## src/shared/swb_params.svh

```systemverilog
`ifndef SWB_PARAMS_SVH
`define SWB_PARAMS_SVH

// burst field of mode register zero
`define SWB_BURST_FIXED8   2'h0
`define SWB_BURST_PERCMD   2'h1
`define SWB_BURST_FIXED4   2'h2
`define SWB_BURST_RSVD     2'h3

// device organization
`define SWB_ORG_X4         2'h0
`define SWB_ORG_X8         2'h1
`define SWB_ORG_X16        2'h2
`define SWB_ORG_RSVD       2'h3

// burst lengths in beats
`define SWB_BEATS_FULL     4'h8
`define SWB_BEATS_CHOP     4'h4

// timing figures in command clock cycles
`define SWB_LOWEST_COL_LAT 5'h09
`define SWB_GAP_FORBIDDEN  8'h05

// widths and depths
`define SWB_DQ_W           16
`define SWB_LANES          2
`define SWB_BANK_W         3
`define SWB_COL_W          10
`define SWB_LAT_W          5
`define SWB_CNT_W          8
`define SWB_QDEPTH         8
`define SWB_FIFO_DEPTH     32

`endif

```

## src/shared/swb_pkg.sv

```systemverilog
`default_nettype none
`include "swb_params.svh"

package swb_pkg;

	typedef enum logic [1:0] {
		SWB_FIXED8 = `SWB_BURST_FIXED8,
		SWB_PERCMD = `SWB_BURST_PERCMD,
		SWB_FIXED4 = `SWB_BURST_FIXED4,
		SWB_RSVD   = `SWB_BURST_RSVD
	} swb_burst_field_t;

	typedef enum logic [1:0] {
		SWB_X4     = `SWB_ORG_X4,
		SWB_X8     = `SWB_ORG_X8,
		SWB_X16    = `SWB_ORG_X16,
		SWB_XRSVD  = `SWB_ORG_RSVD
	} swb_org_t;

	typedef enum logic [0:0] {
		SWB_IDLE  = 1'b0,
		SWB_BURST = 1'b1
	} swb_state_t;

endpackage

`default_nettype wire

```

## src/rtl/swb_fifo.sv

```systemverilog
`timescale 1ns/10ps
`default_nettype none

module swb_fifo #(
	parameter int WIDTH = 33,
	parameter int DEPTH = 32
) (
	input  wire logic             clk,
	input  wire logic             resetn,
	input  wire logic             in_valid,
	output logic                  in_ready,
	input  wire logic [WIDTH-1:0] in_data,
	output logic                  out_valid,
	input  wire logic             out_ready,
	output logic      [WIDTH-1:0] out_data
);

	localparam int AW = $clog2(DEPTH);

	logic [WIDTH-1:0] mem_ff [DEPTH];
	logic [AW:0]      wr_ptr_ff;
	logic [AW:0]      rd_ptr_ff;
	logic             push;
	logic             pop;

	// extra pointer bit tells full from empty
	assign in_ready  = (wr_ptr_ff[AW] == rd_ptr_ff[AW]) || (wr_ptr_ff[AW-1:0] != rd_ptr_ff[AW-1:0]);
	assign out_valid = (wr_ptr_ff != rd_ptr_ff);
	assign out_data  = mem_ff[rd_ptr_ff[AW-1:0]];
	assign push      = in_valid & in_ready;
	assign pop       = out_valid & out_ready;

	always_ff @(posedge clk) begin
		if (push) begin
			mem_ff[wr_ptr_ff[AW-1:0]] <= in_data;
		end
	end

	always_ff @(posedge clk) begin
		if (!resetn) begin
			wr_ptr_ff <= '0;
		end else if (push) begin
			wr_ptr_ff <= wr_ptr_ff + 1'b1;
		end
	end

	always_ff @(posedge clk) begin
		if (!resetn) begin
			rd_ptr_ff <= '0;
		end else if (pop) begin
			rd_ptr_ff <= rd_ptr_ff + 1'b1;
		end
	end

endmodule

`default_nettype wire

```

## src/rtl/swb_write_burst.sv

```systemverilog
`timescale 1ns/10ps
`default_nettype none
`include "swb_params.svh"

module swb_write_burst (
	input  wire logic                      CLK,
	input  wire logic                      RESETN,
	// link pins, asynchronous to CLK
	input  wire logic                      CK,
	input  wire logic                      CMD_WRITE_N,
	input  wire logic                      CMD_ACT_N,
	input  wire logic                      CMD_PRE_N,
	input  wire logic [`SWB_BANK_W-1:0]    BANK_ADDR,
	input  wire logic [`SWB_COL_W-1:0]     COL_ADDR,
	input  wire logic                      CHOP_SELECT_ADDR_BIT,
	input  wire logic                      AUTO_CLOSE_ADDR_BIT,
	input  wire logic [`SWB_DQ_W-1:0]      DQ,
	input  wire logic [`SWB_LANES-1:0]     BYTE_MASK_PIN_N,
	// configuration
	input  wire logic [1:0]                BURST_FIELD,
	input  wire logic [1:0]                ORGANIZATION,
	input  wire logic [`SWB_LAT_W-1:0]     POSTED_DELAY,
	input  wire logic [`SWB_LAT_W-1:0]     COLUMN_STORE_LATENCY,
	input  wire logic                      PREAMBLE_TWO_CYCLE,
	input  wire logic                      MASK_ENABLE,
	input  wire logic                      BUS_INVERSION_ENABLE,
	input  wire logic                      STORE_CRC_ENABLE,
	input  wire logic                      ERR_CLEAR,
	// array side
	output logic                           STORE_VALID,
	input  wire logic                      STORE_READY,
	output logic [`SWB_DQ_W-1:0]           STORE_DATA,
	output logic [`SWB_LANES-1:0]          STORE_LANE_EN,
	output logic [`SWB_BANK_W-1:0]         STORE_BANK,
	output logic [`SWB_COL_W-1:0]          STORE_COL,
	output logic                           STORE_LAST,
	output logic                           STORE_AUTOCLOSE,
	// status
	output logic [(1<<`SWB_BANK_W)-1:0]    BANK_OPEN,
	output logic [`SWB_LAT_W:0]            STORE_LATENCY,
	output logic                           MASK_ACTIVE,
	output logic                           CRC_PERSISTENT,
	output logic                           CRC_NONPERSISTENT,
	output logic                           BURST_BUSY,
	output logic                           RECOVERY_REF,
	output logic                           CFG_ERR,
	output logic                           SPACING_ERR,
	output logic                           OVERFLOW
);

	//==========================================================
	// pin synchronisers and command clock edges
	localparam int PW  = 1 + 3 + `SWB_BANK_W + `SWB_COL_W + 2 + `SWB_DQ_W + `SWB_LANES;
	localparam int FW  = `SWB_DQ_W + `SWB_LANES + `SWB_BANK_W + `SWB_COL_W + 2;
	localparam int QD  = `SWB_QDEPTH;
	localparam int QAW = $clog2(QD);

	logic [PW-1:0]            pin_meta_ff;
	logic [PW-1:0]            pin_sync_ff;
	logic                     ck_prev_ff;
	logic                     ck_s;
	logic                     wr_n_s;
	logic                     act_n_s;
	logic                     pre_n_s;
	logic [`SWB_BANK_W-1:0]   bank_s;
	logic [`SWB_COL_W-1:0]    col_s;
	logic                     chop_s;
	logic                     close_s;
	logic [`SWB_DQ_W-1:0]     dq_s;
	logic [`SWB_LANES-1:0]    mask_n_s;
	logic                     ck_rise;
	logic                     ck_fall;

	always_ff @(posedge CLK) begin
		if (!RESETN) begin
			pin_meta_ff <= '1;
			pin_sync_ff <= '1;
		end else begin
			pin_meta_ff <= {CK, CMD_WRITE_N, CMD_ACT_N, CMD_PRE_N, BANK_ADDR, COL_ADDR,
				CHOP_SELECT_ADDR_BIT, AUTO_CLOSE_ADDR_BIT, DQ, BYTE_MASK_PIN_N};
			pin_sync_ff <= pin_meta_ff;
		end
	end

	assign {ck_s, wr_n_s, act_n_s, pre_n_s, bank_s, col_s, chop_s, close_s, dq_s, mask_n_s}
		= pin_sync_ff;

	// reset to high so a clock parked high gives no false edge
	always_ff @(posedge CLK) begin
		if (!RESETN) begin
			ck_prev_ff <= 1'b1;
		end else begin
			ck_prev_ff <= ck_s;
		end
	end

	assign ck_rise = ck_s & ~ck_prev_ff;
	assign ck_fall = ~ck_s & ck_prev_ff;

	//==========================================================
	// configuration decode
	logic [`SWB_LAT_W:0]  st_lat;
	logic                 mask_on;
	logic                 cmd_chop;

	assign st_lat = {1'b0, POSTED_DELAY} + {1'b0, COLUMN_STORE_LATENCY};

	// masking on any part but x4, on writes, and never with inversion
	assign mask_on = MASK_ENABLE & ~BUS_INVERSION_ENABLE
		& (swb_pkg::swb_org_t'(ORGANIZATION) != swb_pkg::SWB_X4);

	always_comb begin
		cmd_chop = 1'b0;
		unique case (swb_pkg::swb_burst_field_t'(BURST_FIELD))
			swb_pkg::SWB_FIXED8: cmd_chop = 1'b0;
			swb_pkg::SWB_FIXED4: cmd_chop = 1'b1;
			swb_pkg::SWB_PERCMD: cmd_chop = ~chop_s;
			swb_pkg::SWB_RSVD:   cmd_chop = 1'b0;
		endcase
	end

	always_ff @(posedge CLK) begin
		if (!RESETN) begin
			STORE_LATENCY     <= '0;
			MASK_ACTIVE       <= 1'b0;
			CRC_PERSISTENT    <= 1'b0;
			CRC_NONPERSISTENT <= 1'b0;
			CFG_ERR           <= 1'b0;
		end else begin
			STORE_LATENCY     <= st_lat;
			MASK_ACTIVE       <= mask_on;
			CRC_PERSISTENT    <= STORE_CRC_ENABLE & MASK_ENABLE;
			CRC_NONPERSISTENT <= STORE_CRC_ENABLE & ~MASK_ENABLE;
			// latency at the lowest setting cannot host a two-cycle preamble
			CFG_ERR           <= PREAMBLE_TWO_CYCLE
				& (COLUMN_STORE_LATENCY <= `SWB_LOWEST_COL_LAT);
		end
	end

	//==========================================================
	// command clock counter and pending write queue
	logic [`SWB_CNT_W-1:0]    ck_count_ff;
	logic [`SWB_CNT_W-1:0]    last_wr_ff;
	logic                     have_wr_ff;
	logic                     q_chop_ff  [QD];
	logic                     q_close_ff [QD];
	logic [`SWB_BANK_W-1:0]   q_bank_ff  [QD];
	logic [`SWB_COL_W-1:0]    q_col_ff   [QD];
	logic [`SWB_CNT_W-1:0]    q_due_ff   [QD];
	logic [QAW-1:0]           q_wr_ff;
	logic [QAW-1:0]           q_rd_ff;
	logic [QAW:0]             q_cnt_ff;
	logic                     wr_cmd;
	logic                     q_push;
	logic                     q_pop;
	logic                     q_lost;

	assign wr_cmd = ck_rise & ~wr_n_s;
	assign q_push = wr_cmd & (q_cnt_ff != QD[QAW:0]);
	assign q_lost = wr_cmd & (q_cnt_ff == QD[QAW:0]);
	// first beat is taken at the rise that lands store latency after the command
	assign q_pop  = ck_rise & (q_cnt_ff != '0) & (q_due_ff[q_rd_ff] == ck_count_ff);

	always_ff @(posedge CLK) begin
		if (!RESETN) begin
			ck_count_ff <= '0;
		end else if (ck_rise) begin
			ck_count_ff <= ck_count_ff + 1'b1;
		end
	end

	always_ff @(posedge CLK) begin
		if (q_push) begin
			q_chop_ff[q_wr_ff]  <= cmd_chop;
			q_close_ff[q_wr_ff] <= close_s;
			q_bank_ff[q_wr_ff]  <= bank_s;
			q_col_ff[q_wr_ff]   <= col_s;
			q_due_ff[q_wr_ff]   <= ck_count_ff + {{(`SWB_CNT_W-`SWB_LAT_W-1){1'b0}}, st_lat};
		end
	end

	always_ff @(posedge CLK) begin
		if (!RESETN) begin
			q_wr_ff  <= '0;
			q_rd_ff  <= '0;
			q_cnt_ff <= '0;
		end else begin
			if (q_push) begin
				q_wr_ff <= q_wr_ff + 1'b1;
			end
			if (q_pop) begin
				q_rd_ff <= q_rd_ff + 1'b1;
			end
			q_cnt_ff <= q_cnt_ff + {{QAW{1'b0}}, q_push} - {{QAW{1'b0}}, q_pop};
		end
	end

	// a forbidden command gap is flagged, the write itself still proceeds
	always_ff @(posedge CLK) begin
		if (!RESETN) begin
			last_wr_ff  <= '0;
			have_wr_ff  <= 1'b0;
			SPACING_ERR <= 1'b0;
		end else begin
			SPACING_ERR <= wr_cmd & have_wr_ff & PREAMBLE_TWO_CYCLE
				& ((ck_count_ff - last_wr_ff) == `SWB_GAP_FORBIDDEN);
			if (wr_cmd) begin
				last_wr_ff <= ck_count_ff;
				have_wr_ff <= 1'b1;
			end
		end
	end

	//==========================================================
	// burst engine: one beat per command clock edge
	swb_pkg::swb_state_t      state_ff;
	logic [3:0]               beat_ff;
	logic                     b_chop_ff;
	logic                     b_close_ff;
	logic [`SWB_BANK_W-1:0]   b_bank_ff;
	logic [`SWB_COL_W-1:0]    b_col_ff;
	logic                     cap_en;
	logic [3:0]               cap_idx;
	logic                     cap_chop;
	logic                     cap_close;
	logic [`SWB_BANK_W-1:0]   cap_bank;
	logic [`SWB_COL_W-1:0]    cap_col;
	logic                     cap_last;
	logic [`SWB_LANES-1:0]    lane_en;
	logic                     fifo_in_ready;

	always_comb begin
		cap_en    = 1'b0;
		cap_idx   = beat_ff;
		cap_chop  = b_chop_ff;
		cap_close = b_close_ff;
		cap_bank  = b_bank_ff;
		cap_col   = b_col_ff;
		if (q_pop) begin
			cap_en    = 1'b1;
			cap_idx   = 4'h0;
			cap_chop  = q_chop_ff[q_rd_ff];
			cap_close = q_close_ff[q_rd_ff];
			cap_bank  = q_bank_ff[q_rd_ff];
			cap_col   = q_col_ff[q_rd_ff];
		end else if ((state_ff == swb_pkg::SWB_BURST) && (ck_rise || ck_fall)) begin
			cap_en = 1'b1;
		end
	end

	// beats past the burst length are never captured
	assign cap_last = (cap_idx == ((cap_chop ? `SWB_BEATS_CHOP : `SWB_BEATS_FULL) - 4'h1));

	always_ff @(posedge CLK) begin
		if (!RESETN) begin
			state_ff <= swb_pkg::SWB_IDLE;
			beat_ff  <= '0;
		end else if (cap_en) begin
			beat_ff  <= cap_idx + 4'h1;
			state_ff <= cap_last ? swb_pkg::SWB_IDLE : swb_pkg::SWB_BURST;
		end
	end

	always_ff @(posedge CLK) begin
		if (!RESETN) begin
			b_chop_ff  <= 1'b0;
			b_close_ff <= 1'b0;
			b_bank_ff  <= '0;
			b_col_ff   <= '0;
		end else if (q_pop) begin
			b_chop_ff  <= cap_chop;
			b_close_ff <= cap_close;
			b_bank_ff  <= cap_bank;
			b_col_ff   <= cap_col;
		end
	end

	// with masking active a lane whose mask is low keeps the stored byte; high stores it
	genvar gl;
	generate
		for (gl = 0; gl < `SWB_LANES; gl++) begin : g_lane
			assign lane_en[gl] = ~mask_on | mask_n_s[gl];
		end
	endgenerate

	//==========================================================
	// end of burst: recovery reference and automatic close
	logic                     ref_pend_ff;
	logic                     ref_close_ff;
	logic [`SWB_BANK_W-1:0]   ref_bank_ff;
	logic                     ref_fire;

	assign ref_fire = ref_pend_ff & ck_rise;

	always_ff @(posedge CLK) begin
		if (!RESETN) begin
			ref_pend_ff  <= 1'b0;
			ref_close_ff <= 1'b0;
			ref_bank_ff  <= '0;
			RECOVERY_REF <= 1'b0;
		end else begin
			RECOVERY_REF <= ref_fire;
			if (cap_en && cap_last) begin
				ref_pend_ff  <= 1'b1;
				ref_close_ff <= cap_close;
				ref_bank_ff  <= cap_bank;
			end else if (ref_fire) begin
				ref_pend_ff <= 1'b0;
			end
		end
	end

	// activate opens; precharge or an auto-close burst end closes
	always_ff @(posedge CLK) begin
		if (!RESETN) begin
			BANK_OPEN <= '0;
		end else if (ck_rise) begin
			for (int b = 0; b < (1 << `SWB_BANK_W); b++) begin
				if (!act_n_s && (bank_s == b[`SWB_BANK_W-1:0])) begin
					BANK_OPEN[b] <= 1'b1;
				end else if ((!pre_n_s && (bank_s == b[`SWB_BANK_W-1:0]))
					|| (ref_pend_ff && ref_close_ff && (ref_bank_ff == b[`SWB_BANK_W-1:0]))) begin
					BANK_OPEN[b] <= 1'b0;
				end
			end
		end
	end

	always_ff @(posedge CLK) begin
		if (!RESETN) begin
			BURST_BUSY <= 1'b0;
		end else begin
			BURST_BUSY <= (state_ff == swb_pkg::SWB_BURST) | (q_cnt_ff != '0) | ref_pend_ff;
		end
	end

	//==========================================================
	// beat buffer and registered array port
	logic [FW-1:0]            fifo_in;
	logic [FW-1:0]            fifo_out;
	logic                     fifo_out_valid;
	logic                     fifo_out_ready;
	logic [`SWB_COL_W-1:0]    beat_col;

	// beats walk the low column bits in order, wrapping in the eight-beat group
	assign beat_col = {cap_col[`SWB_COL_W-1:3], cap_col[2:0] + cap_idx[2:0]};
	assign fifo_in  = {dq_s, lane_en, cap_bank, beat_col, cap_last, cap_close};
	assign fifo_out_ready = ~STORE_VALID | STORE_READY;

	swb_fifo #(
		.WIDTH (FW),
		.DEPTH (`SWB_FIFO_DEPTH)
	) u_fifo (
		.clk       (CLK),
		.resetn    (RESETN),
		.in_valid  (cap_en),
		.in_ready  (fifo_in_ready),
		.in_data   (fifo_in),
		.out_valid (fifo_out_valid),
		.out_ready (fifo_out_ready),
		.out_data  (fifo_out)
	);

	// the link cannot be stalled, so a full buffer or queue is reported
	always_ff @(posedge CLK) begin
		if (!RESETN) begin
			OVERFLOW <= 1'b0;
		end else if ((cap_en && !fifo_in_ready) || q_lost) begin
			OVERFLOW <= 1'b1;
		end else if (ERR_CLEAR) begin
			OVERFLOW <= 1'b0;
		end
	end

	always_ff @(posedge CLK) begin
		if (!RESETN) begin
			STORE_VALID     <= 1'b0;
			STORE_DATA      <= '0;
			STORE_LANE_EN   <= '0;
			STORE_BANK      <= '0;
			STORE_COL       <= '0;
			STORE_LAST      <= 1'b0;
			STORE_AUTOCLOSE <= 1'b0;
		end else if (fifo_out_ready) begin
			STORE_VALID <= fifo_out_valid;
			if (fifo_out_valid) begin
				{STORE_DATA, STORE_LANE_EN, STORE_BANK, STORE_COL, STORE_LAST,
					STORE_AUTOCLOSE} <= fifo_out;
			end
		end
	end

endmodule

`default_nettype wire

```

## config.mk

```make
export PLATFORM = sky130hd
export DESIGN_NAME = swb_write_burst
export DESIGN_NICKNAME = d
export VERILOG_FILES = /design/src/shared/swb_pkg.sv /design/src/rtl/swb_fifo.sv /design/src/rtl/swb_write_burst.sv
export VERILOG_INCLUDE_DIRS = /design/src /design/src/shared
export SDC_FILE = /design/constraint.sdc
export NUM_CORES = 2
export LEC_CHECK = 0
export ABC_CLOCK_PERIOD_IN_PS = 14200
export BUFFER_PORTS_ARGS = -buffer_cell sky130_fd_sc_hd__buf_2
export CAP_MARGIN = 20
export CORE_MARGIN = 2
export CORE_UTILIZATION = 25
export DETAILED_ROUTE_END_ITERATION = 10
export PLACE_DENSITY = 0.4
export SETUP_SLACK_MARGIN = 0.02
export SLEW_MARGIN = 20
export SYNTH_ARGS = -nofsm -noshare
export SYNTH_HDL_FRONTEND = slang
export SYNTH_SLANG_ARGS = --single-unit
export TNS_END_PERCENT = 30
```

## constraint.sdc

```tcl
create_clock -name CLK -period 14.2 [get_ports CLK]
set_clock_uncertainty 0.1 [all_clocks]
set_input_delay 2.13 -clock CLK [delete_from_list [all_inputs] [get_ports CLK]]
set_output_delay 2.13 -clock CLK [all_outputs]
set_load 0.01 [all_outputs]
```

==> impl_metrics.toml <==
[status]
status = "finished, final reports clean"

[cts]
cts_made_buffers = 161
cts_sinks = 1438
post_cts_resized = 0
clockBufferDepth = 3
cts_tree = "done"
hold_buffers = 0
root_buffer = "clkbuf_16"
clk_pin_slew_ps = 60
h-tree-depth = 4
post_cts_buffers = 0
insertion_delay_ps = 800

[worst_hold_path]
min_path_type = "reg -> reg"
hp-start = "pin_meta_ff[26]$_SDFF_PN1_"

[logic_synthesis]
yosys_warnings = 0
syn-num-nets = 2742
synth.area.top_cells = "edfxtp_1 (68%), mux4_2 (15%), dfxtp_1 (7.2%), mux2i_1 (1.3%), nand2b_1 (1.0%)"
synth_cell_types = 58
synth_ff_type = "edfxtp_1"
netlist_instances = 2644
yosys_register_bits = 1438
synth.most_common_cell = "edfxtp_1"
synth_edf_count = 1240
synth_top_area_frac = 0.678
synth.top_cells.by_count = "edfxtp_1 (1240), mux4_2 (374), dfxtp_1 (198)"
avgSynthCellArea_um2 = 20.8
yosysSeqAreaShare = 0.751
synthArstFlopShare = 0
synth_area_mm2 = 0.0549
synth_area_leader_cell = "edfxtp_1"

[worst_setup_path]
crit_path_end_kind = "flop"
worstPathMaxFanout = 45
crit_type = "reg -> reg"
cp-start-kind = "flop"
worstPathRequired_ps = 14520
arrival_ps = 5090

[sta]
tightestPinTransition_ps = 1080
final_hold_viol_count = 0
max_freq_mhz = 210
setup_tns_ps = 0
setup_slack_ps = 9430
maxSlewViolCount = 0
final-setup-viol-count = 0
post-route-period-util = 0.336
min_period_ps = 4770
max-slew-margin-rel = 0.278
rsz0062_at_grt = "no"

[placed_design]
post-dp-hpwl_mm = 83.2
dp_slack_ps = 9180
io_buffers = 114
routabilityCongestion = 0.732

[final_layout]
fin_nets = 2927
drive_gt1_frac = 0.292
syn_to_final_growth_pct = 17.6

[detailed_routing]
ant_nets = 0
wire_per_inst_um = 24.6
vias_per_cell = 4.49
drt-initial-drc-count = 2219
drt-pass1-iter-count = 5
num_vias = 26100
routed_wl_mm = 143
route.detailed.drc = 0

[floorplan]
dieArea_mm2 = 0.223
ios = 115
core_mm2 = 0.218
initial_core_util = 0.252
die_y_um = 473
num_rows = 171
die_x_um = 473

[pwr]
p_leak_uw = 0.0197
pwr-share-clk = 0.461
p_comb_frac = 0.038
p_per_area_mw_per_mm2 = 143
power_switching_uw = 1940
p_int_uw = 7270
switching_share = 0.211
max-vdd-ir-drop_v = 0.000111
seq_power_share = 0.501

[flow_run]
maxCapViolCount = 0

[global_route]
grt_use_total = 0.127
grt_overflow = 0
antenna_found_initial = 15
grt_max_degree = 89
grt_pass1_vias = 27500
grt_pass1_wl_mm = 204
[final timing paths]
kind | end | slack (ps) | depth (start not counted)
worst max-delay path | u_fifo.mem_ff[21][9]$_DFFE_PP_ | 9430 | 9
worst min-delay path | pin_sync_ff[26]$_SDFF_PN1_ | 310 | 1
worst max register to register | u_fifo.mem_ff[21][9]$_DFFE_PP_ | 9430 | 9
worst min register to register | pin_sync_ff[26]$_SDFF_PN1_ | 310 | 1
[power by group through the flow]
stage	Combinational, uW	Sequential, uW	Clock [uW]
finish	352	4610	4240
CTS	367	4610	4380
floorplan	227	4690	0
global route	385	4610	4540
detailed placement	366	4700	0
global placement	365	4700	0
[metal layers]
layer	GRT usage	routed length, um	vias to the layer above
met5	0	11	-
met4	0.0290	2530	2
met3	0.0254	7430	196
met2	0.201	66600	675
met1	0.181	66700	14100
li1	-	-	11200
[cells by family after synthesis]
logic type               synth area share
adder cells (fa/ha/maj)           0.00957
buffers and inverters              0.0133
AND/OR/NAND/NOR                    0.0343
AO/OA/AOI/OAI                      0.0174
XOR/XNOR                          0.00750
multiplexers                        0.167
flip-flops                          0.751
[flip-flops by register name, indices dropped and copies added, names as in the netlist, 6 cells and up, named ones only]
| name | flops |
|---|---|
| STORE_LATENCY | 6 |
| last_wr_ff | 8 |
| q_col_ff | 80 |
| STORE_DATA | 16 |
| q_due_ff | 64 |
| q_bank_ff | 24 |
| q_chop_ff | 8 |
| ck_count_ff | 8 |
| pin_meta_ff | 37 |
| pin_sync_ff | 37 |
| BANK_OPEN | 8 |
| q_close_ff | 8 |
| STORE_COL | 10 |
| u_fifo.mem_ff | 1056 |
| b_col_ff | 10 |
| u_fifo.rd_ptr_ff | 6 |
| u_fifo.wr_ptr_ff | 6 |
[worst max-delay path, stage by stage (launching register included)]
cell and delay (ps):
dfxtp_2 310, buf_4 710, mux4_2 600, mux2i_1 290, xor2_1 230, o21ai_1 150, nor4_4 310, buf_4 590
nor2_1 200, a21oi_4 800
[through the flow]
step / cell area [um^2] / utilization / total power, uW / std cells / hold slack (ps)
6_report: 64600 / 0.297 / 9200 / 5823 / 305
5_1_grt: 64500 / 0.297 / 9540 / 5819 / 316
4_1_cts: 64500 / 0.297 / 9350 / 5818 / 308
3_5_place_dp: 59200 / 0.272 / 5060 / 5520 / 293
3_3_place_gp: 59100 / 0.272 / 5060 / 5518 / 295
2_1_floorplan: 54900 / - / 4920 / 2644 / 286
[cells in the final DEF, fill, tap and decap left out, types with 13 or more instances in the layout]
cell and n:
inv_1 29, clkbuf_1 36, edfxtp_1 1240, mux4_2 374, mux2i_1 71, a211oi_1 35
dfxtp_1 185, nand2_1 54, and3_2 18, xor2_1 29, nor3_1 13, nor2_1 101
xnor2_1 17, buf_4 48, ha_1 34, a21oi_4 13, bufinv_16 19, buf_2 113
clkinv_2 24, clkinv_1 28, clkbuf_16 165, and3_4 13, a21oi_1 32, nand2b_1 88
[area by class of cell]
class                      count  area (um^2)
antenna                        5         12.5
clock buffer                 209         4370
clock inverter                89         1000
fill                       21100       153000
inverter                      31          119
multi-input combinational   1032        13200
sequential                  1438        41200
tap                         2854         3570
timing repair buffer         165         1010
No activity file was read; power rests on OpenSTA's default activity.
